**src/inc/fpc_pkg.sv**
```systemverilog
// Shared constants and types of the parallel flash host controller
package fpc_pkg;

	////////////////////////////////////////////////////////////////////////
	// Widths
	localparam int ADDR_W = 18; // Address inputs
	localparam int DATA_W = 8; // Data lines
	localparam int US_W = 14; // Microsecond timer width

	////////////////////////////////////////////////////////////////////////
	// Command bytes written to the flash
	localparam logic [7:0] CMD_READ = 8'h00; // Set read
	localparam logic [7:0] CMD_SIG = 8'h90; // Identification
	localparam logic [7:0] CMD_ERASE = 8'h20; // Erase, sent twice
	localparam logic [7:0] CMD_EVFY = 8'ha0; // Erase verify
	localparam logic [7:0] CMD_PROG = 8'h40; // Program
	localparam logic [7:0] CMD_PVFY = 8'hc0; // Program verify
	localparam logic [7:0] CMD_RESET = 8'hff; // Reset, sent twice
	localparam logic [7:0] BYTE_ERASED = 8'hff; // Erased byte
	localparam logic [7:0] BYTE_PREPROG = 8'h00; // Pre-erase fill

	////////////////////////////////////////////////////////////////////////
	// Timing
	localparam int CLK_NS = 100; // Clock period
	localparam int US_NS = 1000; // One microsecond
	localparam int TICK_CYC = US_NS / CLK_NS; // Cycles per us tick
	localparam int T_PROG_US = 10; // Program interval
	localparam int T_RCV_US = 6; // Write recovery before read
	localparam int T_ERASE_US = 9500; // Erase pulse, 9.5 ms
	localparam int PROG_LOOPS = 25; // Program attempts per byte
	localparam int ERASE_LOOPS = 1000; // Erase attempts per chip
	localparam logic [2:0] WR_LAST = 3'h2; // Last phase of a write
	localparam logic [2:0] RD_LAST = 3'h4; // Last phase of a read

	////////////////////////////////////////////////////////////////////////
	// Types
	typedef enum logic [2:0] {
		OP_READ, OP_SIG, OP_PROG, OP_ERASE, OP_ABORT
	} fpc_op_t;

	typedef struct packed {
		fpc_op_t op;
		logic [ADDR_W-1:0] addr;
		logic [DATA_W-1:0] data;
	} fpc_req_t;

	typedef struct packed {
		logic [DATA_W-1:0] data;
		logic fail;
	} fpc_rsp_t;

	typedef struct packed {
		logic ce_n;
		logic oe_n;
		logic we_n;
		logic [ADDR_W-1:0] addr;
		logic [DATA_W-1:0] dq_o;
		logic dq_oe_n;
	} fpc_pins_t;

	// All strobes high, data lines released
	localparam fpc_pins_t PINS_IDLE = fpc_pins_t'({3'h7, 18'h00000, 8'h00, 1'b1});

endpackage

```
**src/core/fpc_us_timer.sv**
```systemverilog
// Microsecond wait timer with its own tick divider
`timescale 1ns/10ps
module fpc_us_timer #(
	parameter int CNT_W = fpc_pkg::US_W
) (
	input wire logic clk,
	input wire logic rstn,
	input wire logic start,
	input wire logic [CNT_W-1:0] load_us,
	output logic done
);
	import fpc_pkg::*;

	localparam int DIV_W = $clog2(TICK_CYC);
	localparam logic [DIV_W-1:0] DIV_TOP = DIV_W'(TICK_CYC - 1);

	logic [DIV_W-1:0] div_q; // Cycle within current microsecond
	logic [CNT_W-1:0] left_q; // Microseconds still to run
	logic run_q; // Wait in progress
	logic tick; // One-cycle microsecond enable

	assign tick = run_q && (div_q == DIV_TOP);

	////////////////////////////////////////////////////////////////////////
	// Divider restarts with each wait, so no wait comes out short
	always_ff @(posedge clk) begin
		if (!rstn || start || tick) begin
			div_q <= '0;
		end else if (run_q) begin
			div_q <= div_q + 1'b1;
		end
	end

	// Count down whole microseconds; load of zero is treated as one
	always_ff @(posedge clk) begin
		if (!rstn) begin
			run_q <= 1'b0;
			left_q <= '0;
		end else if (start) begin
			run_q <= 1'b1;
			left_q <= load_us;
		end else if (tick) begin
			left_q <= left_q - 1'b1;
			if (left_q <= CNT_W'(1)) begin
				run_q <= 1'b0;
			end
		end
	end

	// Done pulse one edge after the last tick
	always_ff @(posedge clk) begin
		if (!rstn) begin
			done <= 1'b0;
		end else begin
			done <= tick && (left_q <= CNT_W'(1));
		end
	end

endmodule // fpc_us_timer

```
**src/core/fpc_bus_cycle.sv**
```systemverilog
// One flash bus cycle, write or read, on the strobe pins
`timescale 1ns/10ps
module fpc_bus_cycle (
	input wire logic clk,
	input wire logic rstn,
	input wire logic start,
	input wire logic wr,
	input wire logic [fpc_pkg::ADDR_W-1:0] addr,
	input wire logic [fpc_pkg::DATA_W-1:0] wdata,
	input wire logic [fpc_pkg::DATA_W-1:0] dq_i,
	output fpc_pkg::fpc_pins_t pins,
	output logic [fpc_pkg::DATA_W-1:0] rdata,
	output logic done
);
	import fpc_pkg::*;

	logic act_q; // Cycle in progress
	logic wr_q; // Current cycle writes
	logic [2:0] ph_q; // Phase counter
	logic [DATA_W-1:0] dq_m_q; // First sync stage, read by dq_s_q only
	logic [DATA_W-1:0] dq_s_q; // Second sync stage
	logic last; // Final phase of the cycle

	assign last = act_q && (ph_q == (wr_q ? WR_LAST : RD_LAST));

	////////////////////////////////////////////////////////////////////////
	// Data lines come from outside the clock domain
	always_ff @(posedge clk) begin
		dq_m_q <= dq_i;
		dq_s_q <= dq_m_q;
	end

	// Phase sequencing
	always_ff @(posedge clk) begin
		if (!rstn) begin
			act_q <= 1'b0;
			wr_q <= 1'b0;
			ph_q <= 3'h0;
		end else if (start) begin
			act_q <= 1'b1;
			wr_q <= wr;
			ph_q <= 3'h0;
		end else if (act_q) begin
			ph_q <= ph_q + 3'h1;
			if (last) begin
				act_q <= 1'b0;
			end
		end
	end

	// Pin drive: address and data stay put across the strobe edges
	always_ff @(posedge clk) begin
		if (!rstn) begin
			pins <= PINS_IDLE;
		end else if (start) begin
			// Read: chip select and output drive low, strobe high
			pins.ce_n <= 1'b0;
			pins.oe_n <= wr;
			pins.we_n <= 1'b1;
			pins.addr <= addr;
			pins.dq_o <= wdata;
			pins.dq_oe_n <= !wr;
		end else if (last) begin
			// Release ends standby-safe: outputs floated by chip select high
			pins.ce_n <= 1'b1;
			pins.oe_n <= 1'b1;
			pins.we_n <= 1'b1;
			pins.dq_oe_n <= 1'b1;
		end else if (act_q && wr_q) begin
			// Strobe low one phase; its rise latches the command byte
			pins.we_n <= (ph_q != 3'h0);
		end
	end

	// Read data is taken after the access time plus two sync stages
	always_ff @(posedge clk) begin
		if (!rstn) begin
			rdata <= '0;
			done <= 1'b0;
		end else begin
			done <= last;
			if (last && !wr_q) begin
				rdata <= dq_s_q;
			end
		end
	end
endmodule // fpc_bus_cycle

```
**src/core/fpc_ctrl.sv**
```systemverilog
// Host controller that drives a byte-wide parallel flash through its pins
//
// Function
// - Read with select, drive low, strobe high
// - Send set-read before reads while supply high
// - Commands take one or two bus cycles
// - Command 00H selects array read
// - Command 90H gives maker, part codes
// - Erase is 20H twice, then erase starts
// - A0H with address, next read verifies it
// - 40H, then address and data write
// - C0H, next read returns programmed byte
// - Reset is FFH written twice
// - Wait 10 us plus 6 us; 25 tries
// - Program all bytes 00H before erase
`timescale 1ns/10ps
module fpc_ctrl #(
	parameter int ERASE_US = fpc_pkg::T_ERASE_US,
	parameter logic [fpc_pkg::ADDR_W-1:0] LAST_ADDR = 18'h3ffff,
	parameter int MAX_ERASE = fpc_pkg::ERASE_LOOPS
) (
	input wire logic clk,
	input wire logic rstn,
	input wire logic req_valid,
	output logic req_ready,
	input wire fpc_pkg::fpc_req_t req,
	output logic rsp_valid,
	output fpc_pkg::fpc_rsp_t rsp,
	output fpc_pkg::fpc_pins_t pins,
	input wire logic [fpc_pkg::DATA_W-1:0] dq_i,
	output logic program_supply_high
);
	import fpc_pkg::*;

	localparam int PROG_CYC = T_PROG_US * TICK_CYC; // Cycles of a program wait

	typedef enum logic [4:0] {
		S_IDLE, S_RD, S_VUP, S_SIG_CMD, S_SIG_RD,
		S_P_CMD, S_P_DAT, S_P_WT, S_P_VCMD, S_P_RCV, S_P_RD, S_P_CHK,
		S_E_CMD1, S_E_CMD2, S_E_WT, S_E_VCMD, S_E_RCV, S_E_RD, S_E_CHK,
		S_A1, S_A2, S_EXIT, S_FIN
	} fpc_state_t;

	fpc_state_t st_q; // Sequencer state
	fpc_op_t op_q; // Operation being run
	logic [ADDR_W-1:0] addr_q; // Current flash address
	logic [DATA_W-1:0] dat_q; // Byte to program
	logic [4:0] ploop_q; // Program attempts on this byte
	logic [9:0] eloop_q; // Erase pulses so far
	logic fail_q; // Attempt limit reached
	logic pend_q; // Bus cycle or wait outstanding
	logic vpp_q; // Program supply raised
	logic [16:0] wcnt_q; // Cycles spent in the current wait

	logic bus_wr; // State performs a write cycle
	logic bus_rd; // State performs a read cycle
	logic wt; // State waits on the timer
	logic [DATA_W-1:0] wbyte; // Byte for the write cycle
	logic [US_W-1:0] load_us; // Wait length
	logic bus_start; // Launch a bus cycle
	logic tim_start; // Launch a wait
	logic cyc_done; // Bus cycle finished
	logic tim_done; // Wait finished
	logic step; // Current state's work is complete
	logic [DATA_W-1:0] rd_data; // Last byte read
	logic rd_ok; // Read byte matches the target
	logic at_last; // Address at end of array

	////////////////////////////////////////////////////////////////////////
	// Per-state bus work
	always_comb begin
		bus_wr = 1'b0;
		bus_rd = 1'b0;
		wt = 1'b0;
		wbyte = CMD_READ;
		load_us = '0;
		unique case (st_q)
			// Array, identification and verify reads
			S_RD, S_SIG_RD, S_P_RD, S_E_RD: begin
				bus_rd = 1'b1;
			end
			S_SIG_CMD: begin
				bus_wr = 1'b1;
				wbyte = CMD_SIG;
			end
			S_P_CMD: begin
				bus_wr = 1'b1;
				wbyte = CMD_PROG;
			end
			S_P_DAT: begin
				bus_wr = 1'b1;
				wbyte = dat_q;
			end
			S_P_VCMD: begin
				bus_wr = 1'b1;
				wbyte = CMD_PVFY;
			end
			S_E_CMD1, S_E_CMD2: begin
				bus_wr = 1'b1;
				wbyte = CMD_ERASE;
			end
			S_E_VCMD: begin
				bus_wr = 1'b1;
				wbyte = CMD_EVFY;
			end
			S_A1, S_A2: begin
				bus_wr = 1'b1;
				wbyte = CMD_RESET;
			end
			S_EXIT: begin
				// Back to array read before supply drops
				bus_wr = 1'b1;
				wbyte = CMD_READ;
			end
			// Flash times its own pulse; host only waits it out
			S_P_WT: begin
				wt = 1'b1;
				load_us = US_W'(T_PROG_US);
			end
			S_P_RCV, S_E_RCV: begin
				wt = 1'b1;
				load_us = US_W'(T_RCV_US);
			end
			S_E_WT: begin
				wt = 1'b1;
				load_us = US_W'(ERASE_US);
			end
			S_IDLE, S_VUP, S_P_CHK, S_E_CHK, S_FIN: begin
			end
		endcase
	end

	assign bus_start = (bus_wr || bus_rd) && !pend_q;
	assign tim_start = wt && !pend_q;
	assign step = cyc_done || tim_done;
	assign req_ready = (st_q == S_IDLE);
	assign rd_ok = (rd_data == dat_q);
	assign at_last = (addr_q == LAST_ADDR);
	assign program_supply_high = vpp_q;

	////////////////////////////////////////////////////////////////////////
	// Bus cycle engine; one cycle per command byte
	fpc_bus_cycle u_bus (
		.clk(clk),
		.rstn(rstn),
		.start(bus_start),
		.wr(bus_wr),
		.addr(addr_q),
		.wdata(wbyte),
		.dq_i(dq_i),
		.pins(pins),
		.rdata(rd_data),
		.done(cyc_done)
	);

	// Microsecond waits
	fpc_us_timer #(
		.CNT_W(US_W)
	) u_tim (
		.clk(clk),
		.rstn(rstn),
		.start(tim_start),
		.load_us(load_us),
		.done(tim_done)
	);

	////////////////////////////////////////////////////////////////////////
	// Outstanding work flag, so each state launches exactly once
	always_ff @(posedge clk) begin
		if (!rstn || step) begin
			pend_q <= 1'b0;
		end else if (bus_start || tim_start) begin
			pend_q <= 1'b1;
		end
	end

	// Sequencer
	always_ff @(posedge clk) begin
		if (!rstn) begin
			st_q <= S_IDLE;
		end else begin
			unique case (st_q)
				S_IDLE: begin
					// Plain reads keep supply low, so no set-read is due
					if (req_valid) begin
						st_q <= (req.op == OP_READ) ? S_RD : S_VUP;
					end
				end
				S_VUP: begin
					// Two cycles of supply setup before select falls
					case (op_q)
						OP_SIG: st_q <= S_SIG_CMD;
						OP_PROG, OP_ERASE: st_q <= S_P_CMD;
						default: st_q <= S_A1;
					endcase
				end
				S_RD: if (step) st_q <= S_FIN;
				S_SIG_CMD: if (step) st_q <= S_SIG_RD;
				S_SIG_RD: if (step) st_q <= S_EXIT;
				S_P_CMD: if (step) st_q <= S_P_DAT;
				S_P_DAT: if (step) st_q <= S_P_WT; // Buses free once latched
				S_P_WT: if (step) st_q <= S_P_VCMD;
				S_P_VCMD: if (step) st_q <= S_P_RCV;
				S_P_RCV: if (step) st_q <= S_P_RD;
				S_P_RD: if (step) st_q <= S_P_CHK;
				S_P_CHK: begin
					if (rd_ok) begin
						if (op_q != OP_ERASE) begin
							st_q <= S_EXIT;
						end else begin
							// Fill pass done only at the last byte
							st_q <= at_last ? S_E_CMD1 : S_P_CMD;
						end
					end else begin
						// Give up after the last allowed attempt
						st_q <= (ploop_q == 5'(PROG_LOOPS - 1)) ? S_EXIT : S_P_CMD;
					end
				end
				S_E_CMD1: if (step) st_q <= S_E_CMD2;
				S_E_CMD2: if (step) st_q <= S_E_WT;
				S_E_WT: if (step) st_q <= S_E_VCMD;
				S_E_VCMD: if (step) st_q <= S_E_RCV;
				S_E_RCV: if (step) st_q <= S_E_RD;
				S_E_RD: if (step) st_q <= S_E_CHK;
				S_E_CHK: begin
					if (rd_data == BYTE_ERASED) begin
						st_q <= at_last ? S_EXIT : S_E_VCMD;
					end else begin
						st_q <= (eloop_q == 10'(MAX_ERASE - 1)) ? S_EXIT : S_E_CMD1;
					end
				end
				S_A1: if (step) st_q <= S_A2;
				S_A2: if (step) st_q <= S_FIN; // Flash is back in read
				S_EXIT: if (step) st_q <= S_FIN;
				S_FIN: st_q <= S_IDLE;
			endcase
		end
	end

	////////////////////////////////////////////////////////////////////////
	// Operation, address and data latches
	always_ff @(posedge clk) begin
		if (!rstn) begin
			op_q <= OP_READ;
			addr_q <= '0;
			dat_q <= '0;
		end else if (st_q == S_IDLE && req_valid) begin
			op_q <= req.op;
			// Chip erase walks from the bottom, filling with zero
			addr_q <= (req.op == OP_ERASE) ? '0 : req.addr;
			dat_q <= (req.op == OP_ERASE) ? BYTE_PREPROG : req.data;
		end else if (st_q == S_P_CHK && rd_ok && op_q == OP_ERASE) begin
			// Verify pass restarts at the bottom after the fill
			addr_q <= at_last ? '0 : addr_q + 1'b1;
		end else if (st_q == S_E_CHK && rd_data == BYTE_ERASED && !at_last) begin
			// Re-erase keeps the failing address and resumes there
			addr_q <= addr_q + 1'b1;
		end
	end

	// Attempt counters
	always_ff @(posedge clk) begin
		if (!rstn || st_q == S_IDLE) begin
			ploop_q <= '0;
			eloop_q <= '0;
		end else if (st_q == S_P_CHK && (rd_ok || ploop_q != 5'(PROG_LOOPS - 1))) begin
			// Held at the last try, so the count never runs past the limit
			ploop_q <= rd_ok ? 5'h00 : ploop_q + 5'h01;
		end else if (st_q == S_E_CHK && rd_data != BYTE_ERASED) begin
			eloop_q <= eloop_q + 10'h001;
		end
	end

	// Failure flag: set when an attempt limit runs out
	always_ff @(posedge clk) begin
		if (!rstn || st_q == S_IDLE) begin
			fail_q <= 1'b0;
		end else if (st_q == S_P_CHK && !rd_ok && ploop_q == 5'(PROG_LOOPS - 1)) begin
			fail_q <= 1'b1;
		end else if (st_q == S_E_CHK && rd_data != BYTE_ERASED
				&& eloop_q == 10'(MAX_ERASE - 1)) begin
			fail_q <= 1'b1;
		end
	end

	// Program supply: high from a non-read request until S_FIN
	always_ff @(posedge clk) begin
		if (!rstn || st_q == S_FIN) begin
			vpp_q <= 1'b0;
		end else if (st_q == S_IDLE && req_valid && req.op != OP_READ) begin
			vpp_q <= 1'b1;
		end
	end

	// Answer, one pulse per request
	always_ff @(posedge clk) begin
		if (!rstn) begin
			rsp_valid <= 1'b0;
			rsp <= '0;
		end else begin
			rsp_valid <= (st_q == S_FIN);
			if (st_q == S_FIN) begin
				rsp.data <= rd_data;
				rsp.fail <= fail_q;
			end
		end
	end

	// Helper for the checks: cycles in the present wait
	always_ff @(posedge clk) begin
		if (!rstn || !wt) begin
			wcnt_q <= '0;
		end else begin
			wcnt_q <= wcnt_q + 17'h00001;
		end
	end
endmodule // fpc_ctrl

```
**config.mk**
```make
export PLATFORM = sky130hd
export DESIGN_NAME = fpc_ctrl
export DESIGN_NICKNAME = d
export VERILOG_FILES = /design/src/inc/fpc_pkg.sv /design/src/core/fpc_us_timer.sv /design/src/core/fpc_bus_cycle.sv /design/src/core/fpc_ctrl.sv
export SDC_FILE = /design/constraint.sdc
export NUM_CORES = 1
export LEC_CHECK = 0
export BUFFER_PORTS_ARGS = -buffer_cell sky130_fd_sc_hd__buf_2
export CORE_AREA = 2 2 109 111
export DETAILED_ROUTE_END_ITERATION = 8
export DIE_AREA = 0 0 111 113
export PLACE_DENSITY_LB_ADDON = 0.3
export SKIP_LAST_GASP = 1
export SYNTH_ARGS = -nofsm -noshare
export SYNTH_HDL_FRONTEND = slang
export SYNTH_SLANG_ARGS = --single-unit
```
**constraint.sdc**
```tcl
create_clock -name clk -period 3.62 [get_ports clk]
set_input_delay 0.362 -clock clk [delete_from_list [all_inputs] [get_ports clk]]
set_output_delay 0.362 -clock clk [all_outputs]
set_load 0.02 [all_outputs]
```
==> impl_metrics.toml, run 1 <==
[min_path]
whs_endpoint = "u_bus.dq_m_q[4]"
min_from = "dq_i[4]"
hold_depth = 1
min_path_type = "primary input to flop"

[setup_path]
worstRegToRegCells = 6
cp_max_fo = 28
crit_path_start_kind = "flop"
crit_required_ns = 3.98
r2r_end = "u_tim.left_q[10]"
reg2reg_slack_ns = 0.75
crit_path_end_kind = "flop"
cp.arrival_ns = 3.23
path_class = "flop to flop"
timing.rr.start = "st_q[0]"

[timing]
finalCritPeriodShare = 0.793
hold_violations = 0
fmax_ghz = 0.348
skew_ns = 0.00805
tightest_slew_ns = 1.10
slew-limit-headroom = 0.267
finalCriticalPeriod_ns = 2.87
setup_viol = 0
setup_ws_ns = 0.749
rsz0062_at_grt = "no"
slew_violations = 0
holdWs_ns = 0.0275
fin_tns_setup_ns = 0

[clock_network]
cts_buffer_depth = 2
root_buffer = "clkbuf_16"
clock_latency_ns = 0.43
cts_resized = 0
cts_tree = "built"
ctsHoldBuffers = 0
cts-buffers-inserted = 17
cts_setup_buffers = 0
cts.sinks = 142
clkTransAtPathRegs_ns = 0.06
htree_levels = 4

[synth]
yosys.area.top_type = "dfxtp_1"
ys_ff_latch = 142
syn-num-nets = 888
syn_avg_cell_area_um2 = 8.09
yosysMostFrequentCell = "dfxtp_1"
synth_top_area_share = 0.419
yosysWarningCount = 0
synth_edf_count = 0
postSynth.asyncResetShare = 0
synth.distinct_cells = 70
ys_top_cells_by_area = "dfxtp_1 42%, nand2_1 6.8%, a21oi_1 5.6%"
ys_top_cells_by_count = "142 x dfxtp_1, 123 x nand2_1, 76 x a21oi_1"
ys_seq_area_frac = 0.419
syn_inst = 838
synthFlopType = "dfxtp_1"
syn-cell-area_um2 = 6780

[detailed_routing]
drc = 0
ant_nets = 0
drt-total-wl_um = 17500
dr.pass1.iters = 8
vias = 6466
wl_per_cell_um = 16.6
via_per_inst = 6.13
drt_iter0_drc = 621

[cells_and_area]
diodes = 0
post_route_cells_drive_above_1_share = 0.154
final_cell_area_um2 = 7790
area_delta_synth_final_pct = 14.9
final_nets = 949

[place]
pre_cts_ws_ns = 0.861
place.detailed.hpwl_um = 12200
numPortBuffers = 81
dpl_cell_area_um2 = 7230
routabilityCongestion = 0.932

[global_route]
grt_pass1_wl_um = 28900
antenna_found_initial = 0
grt_overflow = 0
grt_usage = 0.281
grt_max_degree = 65
grt_pass1_vias = 6073

[die]
pin_count = 82
die_h_um = 113
core.rowCount = 39
chipWidth_um = 111
coreArea_um2 = 11300
die_area_um2 = 12500
start_util = 0.601

[flow_run]
max_cap_violations = 0

[run_status]
status = "completed"

[pwr]
p_leak_uw = 0.00300
peakVddDrop_uv = 511
power_density_nw_per_um2 = 671
==> critical path, cell delays in order (launching register included) <==
cell and delay [ns]:
dfxtp_1 0.93, nor3b_1 0.32, o21ai_0 0.17, a221oi_2 0.83
or2_2 0.29, o21ai_0 0.10, a21oi_1 0.16
==> state kept, by name (all words and copies together) (netlist names), 3 cells and up <==
register      cells
addr_q           18
dat_q             8
eloop_q          10
op_q              3
ploop_q           5
rsp               9
st_q              5
u_bus.dq_m_q      8
u_bus.dq_s_q      8
u_bus.ph_q        3
u_bus.pins       30
u_bus.rdata       8
u_tim.div_q       4
u_tim.left_q     14
==> area by class of cell <==
class                   count  area (µm²)
fillers                   888        3480
clock inverters            14         120
multi-input cells         626        3640
inverters                  20        75.1
clock buffers              18         439
well taps                 143         179
flip-flops and latches    142        2840
repair buffers             92         488
==> report_power, final <==
part           switching, µW  total, µW  leakage [µW]  internal [µW]
sequential               280       2040       0.00116           1760
clock                    732       1650      0.000274            916
combinational            977       1540       0.00157            560
total                   1990       5220       0.00300           3240
==> layout by cell type, fill, tap and decap left out, types with 8 or more instances in the layout <==
| master | n |
|---|---|
| a31oi_1 | 10 |
| o21ai_0 | 48 |
| nand3_1 | 47 |
| buf_2 | 81 |
| ha_1 | 10 |
| nand4_1 | 9 |
| o211ai_1 | 8 |
| inv_1 | 18 |
| nand3b_1 | 8 |
| xor2_1 | 19 |
| clkbuf_16 | 17 |
| or3_1 | 8 |
| nor3_1 | 17 |
| dfxtp_1 | 142 |
| nand2b_1 | 12 |
| buf_4 | 11 |
| nand2_1 | 123 |
| mux2i_1 | 20 |
| nor2_1 | 75 |
| xnor2_1 | 13 |
| a21oi_1 | 76 |
| and3_1 | 12 |
==> kinds of logic after synthesis <==
kind of cell	share of synthesized area
AOI/OAI and AO/OA	0.191
xor gates and xnor gates	0.0414
adders and majority gates	0.0185
buffers and inverters	0.0428
DFF	0.419
muxes	0.0295
and+or+nand+nor	0.258
==> metal layers <==
metal	vias to the layer above	global-route usage	part of all wire
li1	3104	-	-
met1	3024	0.365	0.43
met2	296	0.455	0.48
met3	42	0.0557	0.072
met4	0	0.129	0.025
met5	-	0	0
==> worst max-delay path by stage <==
| stage | endpoint | slack (ns) | startpoint | cells past startpoint |
|---|---|---|---|---|
| 5_1_grt | u_tim.left_q[10] | 0.49 | st_q[0] | 6 |
| 3_3_place_gp | u_tim.left_q[10] | 0.96 | st_q[0] | 6 |
| 3_5_place_dp | u_tim.left_q[10] | 0.86 | st_q[0] | 6 |
| 4_1_cts | u_tim.left_q[10] | 0.83 | st_q[0] | 6 |
| 6_report | u_tim.left_q[10] | 0.75 | st_q[0] | 6 |
| 2_1_floorplan | addr_q[6] | 1.54 | addr_q[0] | 8 |
==> stage by stage <==
| stage | total power [µW] | util | std cells |
|---|---|---|---|
| after floorplan | 3150 | - | 838 |
| after detailed placement | 3560 | 0.641 | 1023 |
| final | 5220 | 0.691 | 1055 |
| after CTS | 5210 | 0.691 | 1055 |
| after global placement | 3520 | 0.641 | 1023 |
| after global routing | 5500 | 0.691 | 1055 |
Note: power is estimated with default switching activity, not from simulation.
==> run 2, diff against run 1 <==
CORE_AREA = 2 2 112 114   (was 2 2 109 111)
DIE_AREA = 0 0 114 116   (was 0 0 111 113)
clock period = 2.9 ns   (was 3.62 ns; I/O delays follow)
==> impl_metrics.toml, run 2 (synthesis results as in run 1) <==
[cells_and_area]
layout_commonest_cell = "dfxtp_1"
post_route_cells_drive_above_1_share = 0.157
final_cells = 1075
fin_util = 0.670
area_delta_synth_final_pct = 17.8
diodes = 0
final_nets = 965
reg_top3 = "u_bus.pins (30), addr_q (18), u_tim.left_q (14)"
seq_area_um2 = 2840
regMostFlops = "u_bus.pins"
fill_cells = 996
final_cell_mix = "142 x dfxtp_1, 123 x nand2_1, 81 x buf_2, 76 x a21oi_1, 75 x nor2_1"
largest_reg_flops = 30
multi_input_area_um2 = 3640

[min_path]
min_from = "req[28]"
whs_endpoint = "op_q[2]"
min_path_type = "primary input to flop"
hold_depth = 3

[pwr]
power_density_nw_per_um2 = 848
swShare = 0.361
power_frac_seq = 0.370
p_int_uw = 4330
p_sw_uw = 2440
peakVddDrop_uv = 596
p_leak_uw = 0.00309
power_frac_clock = 0.329
comb_power_share = 0.301

[setup_path]
reg2reg_slack_ns = 0.37
crit_path_start_kind = "flop"
cp.arrival_ns = 2.84
r2r_end = "addr_q[13]"
crit_path_end_kind = "flop"
worstRegToRegCells = 6
cp_max_fo = 15
crit_required_ns = 3.21
timing.rr.start = "st_q[1]"
path_class = "flop to flop"

[die]
die_area_um2 = 13200
pin_count = 82
chipWidth_um = 114
core.rowCount = 40
start_util = 0.569
die_h_um = 116
coreArea_um2 = 11900

[timing]
fin_tns_setup_ns = 0
slew-limit-headroom = 0.498
fmax_ghz = 0.396
hold_violations = 0
skew_ns = 0.00956
finalCriticalPeriod_ns = 2.53
finalCritPeriodShare = 0.871
rsz0062_at_grt = "no"
slew_violations = 0
tightest_slew_ns = 0.746
setup_viol = 0

[global_route]
grt_pass1_vias = 5856
grt_pass1_wl_um = 28900
grt_usage = 0.275
grt_overflow = 0
antenna_found_initial = 1
grt_max_degree = 39

[clock_network]
htree_levels = 4
cts_buffer_depth = 2
root_buffer = "clkbuf_16"
ctsHoldBuffers = 8
clock_latency_ns = 0.42
cts_setup_buffers = 0
clkTransAtPathRegs_ns = 0.06
cts_resized = 0
cts_tree = "built"
cts.sinks = 142
cts-buffers-inserted = 17

[place]
place.detailed.hpwl_um = 12300
dp_cells = 1035
routabilityCongestion = 0.971
numPortBuffers = 81

[detailed_routing]
wl_per_cell_um = 16.4
vias = 6438
ant_nets = 0
via_per_inst = 5.99
dr.pass1.iters = 7
drt-total-wl_um = 17700
drt_iter0_drc = 487
drc = 0

[flow_run]
max_cap_violations = 0

[run_status]
status = "completed"
run 2: cell types whose count changed in the layout (fill, tap and decap cells not counted), sizes merged:
cell	previous run	this run
clkbuf	18	20
inv	27	20
buf	92	100
clkinv	5	7
bufinv	0	3
dlygate4sd3	0	8
run 2: worst max-delay path by stage:
stage	from	to	slack, ns	depth (start not counted)
CTS	st_q[1]	addr_q[15]	0.41	6
finish	st_q[1]	addr_q[13]	0.37	6
global route	st_q[0]	addr_q[13]	0.18	6
detailed placement	st_q[1]	addr_q[13]	0.44	6
global placement	st_q[1]	addr_q[15]	0.55	6
floorplan	addr_q[0]	addr_q[6]	0.82	8
run 2: layout make-up:
type	instances	area share
Sequential cell	142	0.356
Inverter	20	0.00940
Clock inverter	12	0.0204
Multi-Input combinational cell	626	0.456
Timing Repair Buffer	108	0.0787
Tap cell	147	0.0230
Clock buffer	20	0.0560
run 2: metal layers:
| metal | vias up | share of wire | GRT usage |
|---|---|---|---|
| met5 | - | 0 | 0 |
| met4 | 0 | 0.020 | 0.0951 |
| met3 | 24 | 0.079 | 0.0790 |
| met2 | 257 | 0.45 | 0.420 |
| met1 | 3023 | 0.45 | 0.374 |
| li1 | 3134 | - | - |
run 2: critical path, stage by stage (launching register included):
cell and delay, ns:
dfxtp_1 0.59, nor2b_1 0.24, and3_1 0.35, nand3_1 0.19, nor3_1 0.58, o21ai_0 0.20, o31a_1 0.26
run 2: power groups by stage:
stage                     Clock [µW]  Combinational, µW  Sequential (µW)
after floorplan                    0               1470             2460
after global placement             0               1960             2530
after detailed placement           0               1990             2540
after CTS                       2250               2000             2500
after global routing            2350               2240             2550
final                           2230               2040             2510
run 2: metrics by stage:
stage	total power [µW]	setup slack (ns)	cell area [µm²]	hold slack, ns
final	6770	0.374	7980	0.127
after global routing	7130	0.179	7980	0.123
after CTS	6750	0.409	7980	0.112
after detailed placement	4520	0.443	7290	0.312
after global placement	4490	0.548	7290	0.311
after floorplan	3930	0.824	6780	0.310
==> run 3, diff against run 2 <==
CORE_AREA = 2 2 110 112   (was 2 2 112 114)
CTS_BUF_LIST = sky130_fd_sc_hd__clkbuf_8   (was default)
DIE_AREA = 0 0 112 114   (was 0 0 114 116)
MAX_ROUTING_LAYER = met4   (was default)
==> impl_metrics.toml, run 3 (synthesis results as in run 1) <==
[run_status]
status = "completed"

[cells_and_area]
final_nets = 967
final_cells = 1077
diodes = 0
reg_top3 = "u_bus.pins (30), addr_q (18), u_tim.left_q (14)"
area_delta_synth_final_pct = 15.3
post_route_cells_drive_above_1_share = 0.161
layout_commonest_cell = "dfxtp_1"
largest_reg_flops = 30
final_cell_area_um2 = 7810
final_cell_mix = "142 x dfxtp_1, 123 x nand2_1, 81 x buf_2, 76 x a21oi_1, 75 x nor2_1"
regMostFlops = "u_bus.pins"

[place]
place.detailed.hpwl_um = 11700
dp_cells = 1037
numPortBuffers = 81
dpl_cell_area_um2 = 7310
routabilityCongestion = 0.992

[detailed_routing]
via_per_inst = 5.93
drt-total-wl_um = 17100
drc = 0
dr.pass1.iters = 4
drt_iter0_drc = 476
wl_per_cell_um = 15.9
ant_nets = 0
vias = 6384

[clock_network]
cts.sinks = 142
clock_latency_ns = 0.46
cts_setup_buffers = 0
cts_tree = "built"
root_buffer = "clkbuf_8"
htree_levels = 4
cts_buffer_depth = 2
cts-buffers-inserted = 17
clkTransAtPathRegs_ns = 0.09

[die]
core.rowCount = 40
start_util = 0.579
pin_count = 82
chipWidth_um = 112
coreArea_um2 = 11700
die_h_um = 114
die_area_um2 = 12800

[global_route]
grt_usage = 0.278
antenna_found_initial = 0
grt_overflow = 0
grt_pass1_wl_um = 28000
grt_max_degree = 43
grt_pass1_vias = 5812

[timing]
setup_viol = 0
rsz0062_at_grt = "no"
skew_ns = 0.0135
hold_violations = 0
fmax_ghz = 0.408
slew-limit-headroom = 0.500
slew_violations = 0
fin_tns_setup_ns = 0
finalCriticalPeriod_ns = 2.45
finalCritPeriodShare = 0.845
tightest_slew_ns = 0.749

[setup_path]
critPathBufInv = 1
timing.rr.start = "st_q[3]"
cp.arrival_ns = 2.84
r2r_end = "u_tim.left_q[10]"
reg2reg_slack_ns = 0.45
crit_path_start_kind = "flop"
slowest_delay_ns = 0.61
path_class = "flop to flop"
path_delay_family = "simple AND/OR/NAND/NOR gates"
path_cells = "nor2_1 -> nand3_1 -> a221oi_2 -> buf_4 -> or2_2 -> o21ai_0 -> a21oi_1"
cp_slowest_cell = "nor2_1"
crit_required_ns = 3.29
cp_max_fo = 17
crit_path_end_kind = "flop"
worstRegToRegCells = 7

[min_path]
whs_endpoint = "dat_q[7]"
min_from = "req[7]"
min_path_type = "primary input to flop"
hold_depth = 3

[pwr]
peakVddDrop_uv = 571
p_leak_uw = 0.00303
power_density_nw_per_um2 = 798

[flow_run]
max_cap_violations = 0
==> run 3: changes by cell type in the layout (fill, tap and decap cells not counted), sizes merged <==
cell      delta
inv          +9
clkinv       -4
clkbuf       -3
buf          +2
bufinv       -1
clkinvlp     -1
==> run 3: metrics by stage <==
| step | setup slack [ns] | util | hold WS (ns) | total power (µW) |
|---|---|---|---|---|
| floorplan | 0.824 | - | 0.310 | 3930 |
| global placement | 0.561 | 0.624 | 0.311 | 4490 |
| detailed placement | 0.518 | 0.624 | 0.312 | 4520 |
| CTS | 0.511 | 0.667 | 0.0468 | 6230 |
| global route | 0.240 | 0.667 | 0.0608 | 6590 |
| finish | 0.451 | 0.667 | 0.0755 | 6230 |
==> run 3: layer usage <==
metal	global-route usage	share of wire
met1	0.357	0.45
met2	0.423	0.46
met3	0.0680	0.065
met4	0.117	0.023
met5	-	0
==> run 3: cell type report <==
| type | instances | area, µm² |
|---|---|---|
| Fill cell | 1032 | 3900 |
| Inverter | 20 | 75.1 |
| Sequential cell | 142 | 2840 |
| Clock buffer | 17 | 234 |
| Tap cell | 147 | 184 |
| Multi-Input combinational cell | 626 | 3640 |
| Clock inverter | 15 | 191 |
| Timing Repair Buffer | 110 | 643 |
==> run 3: power breakdown <==
group	leakage [µW]	internal (µW)	switching, µW	total, µW
logic	0.00166	760	1270	2030
registers	0.00116	2190	309	2500
clock network	0.000216	814	889	1700
total	0.00303	3770	2470	6230
==> run 3: how the worst max path moves through the flow <==
| stage | to | start | slack (ns) | depth (start not counted) |
|---|---|---|---|---|
| final | u_tim.left_q[10] | st_q[3] | 0.45 | 7 |
| after global routing | addr_q[13] | st_q[0] | 0.24 | 6 |
| after CTS | addr_q[11] | st_q[0] | 0.51 | 6 |
| after detailed placement | addr_q[11] | st_q[0] | 0.52 | 6 |
| after global placement | addr_q[13] | st_q[0] | 0.56 | 6 |
| after floorplan | addr_q[6] | addr_q[0] | 0.82 | 8 |
==> run 3: timing repair <==
item / 4_1_cts / 5_1_grt
resized for setup: 0 / 0
hold buffers: 8 / 0
hold endpoints to repair: 8 / 0
==> run 3: worst min-delay path: stages <==
cell     delay, ns
buf_2         0.10
nand3_1       0.06
a21oi_1       0.06
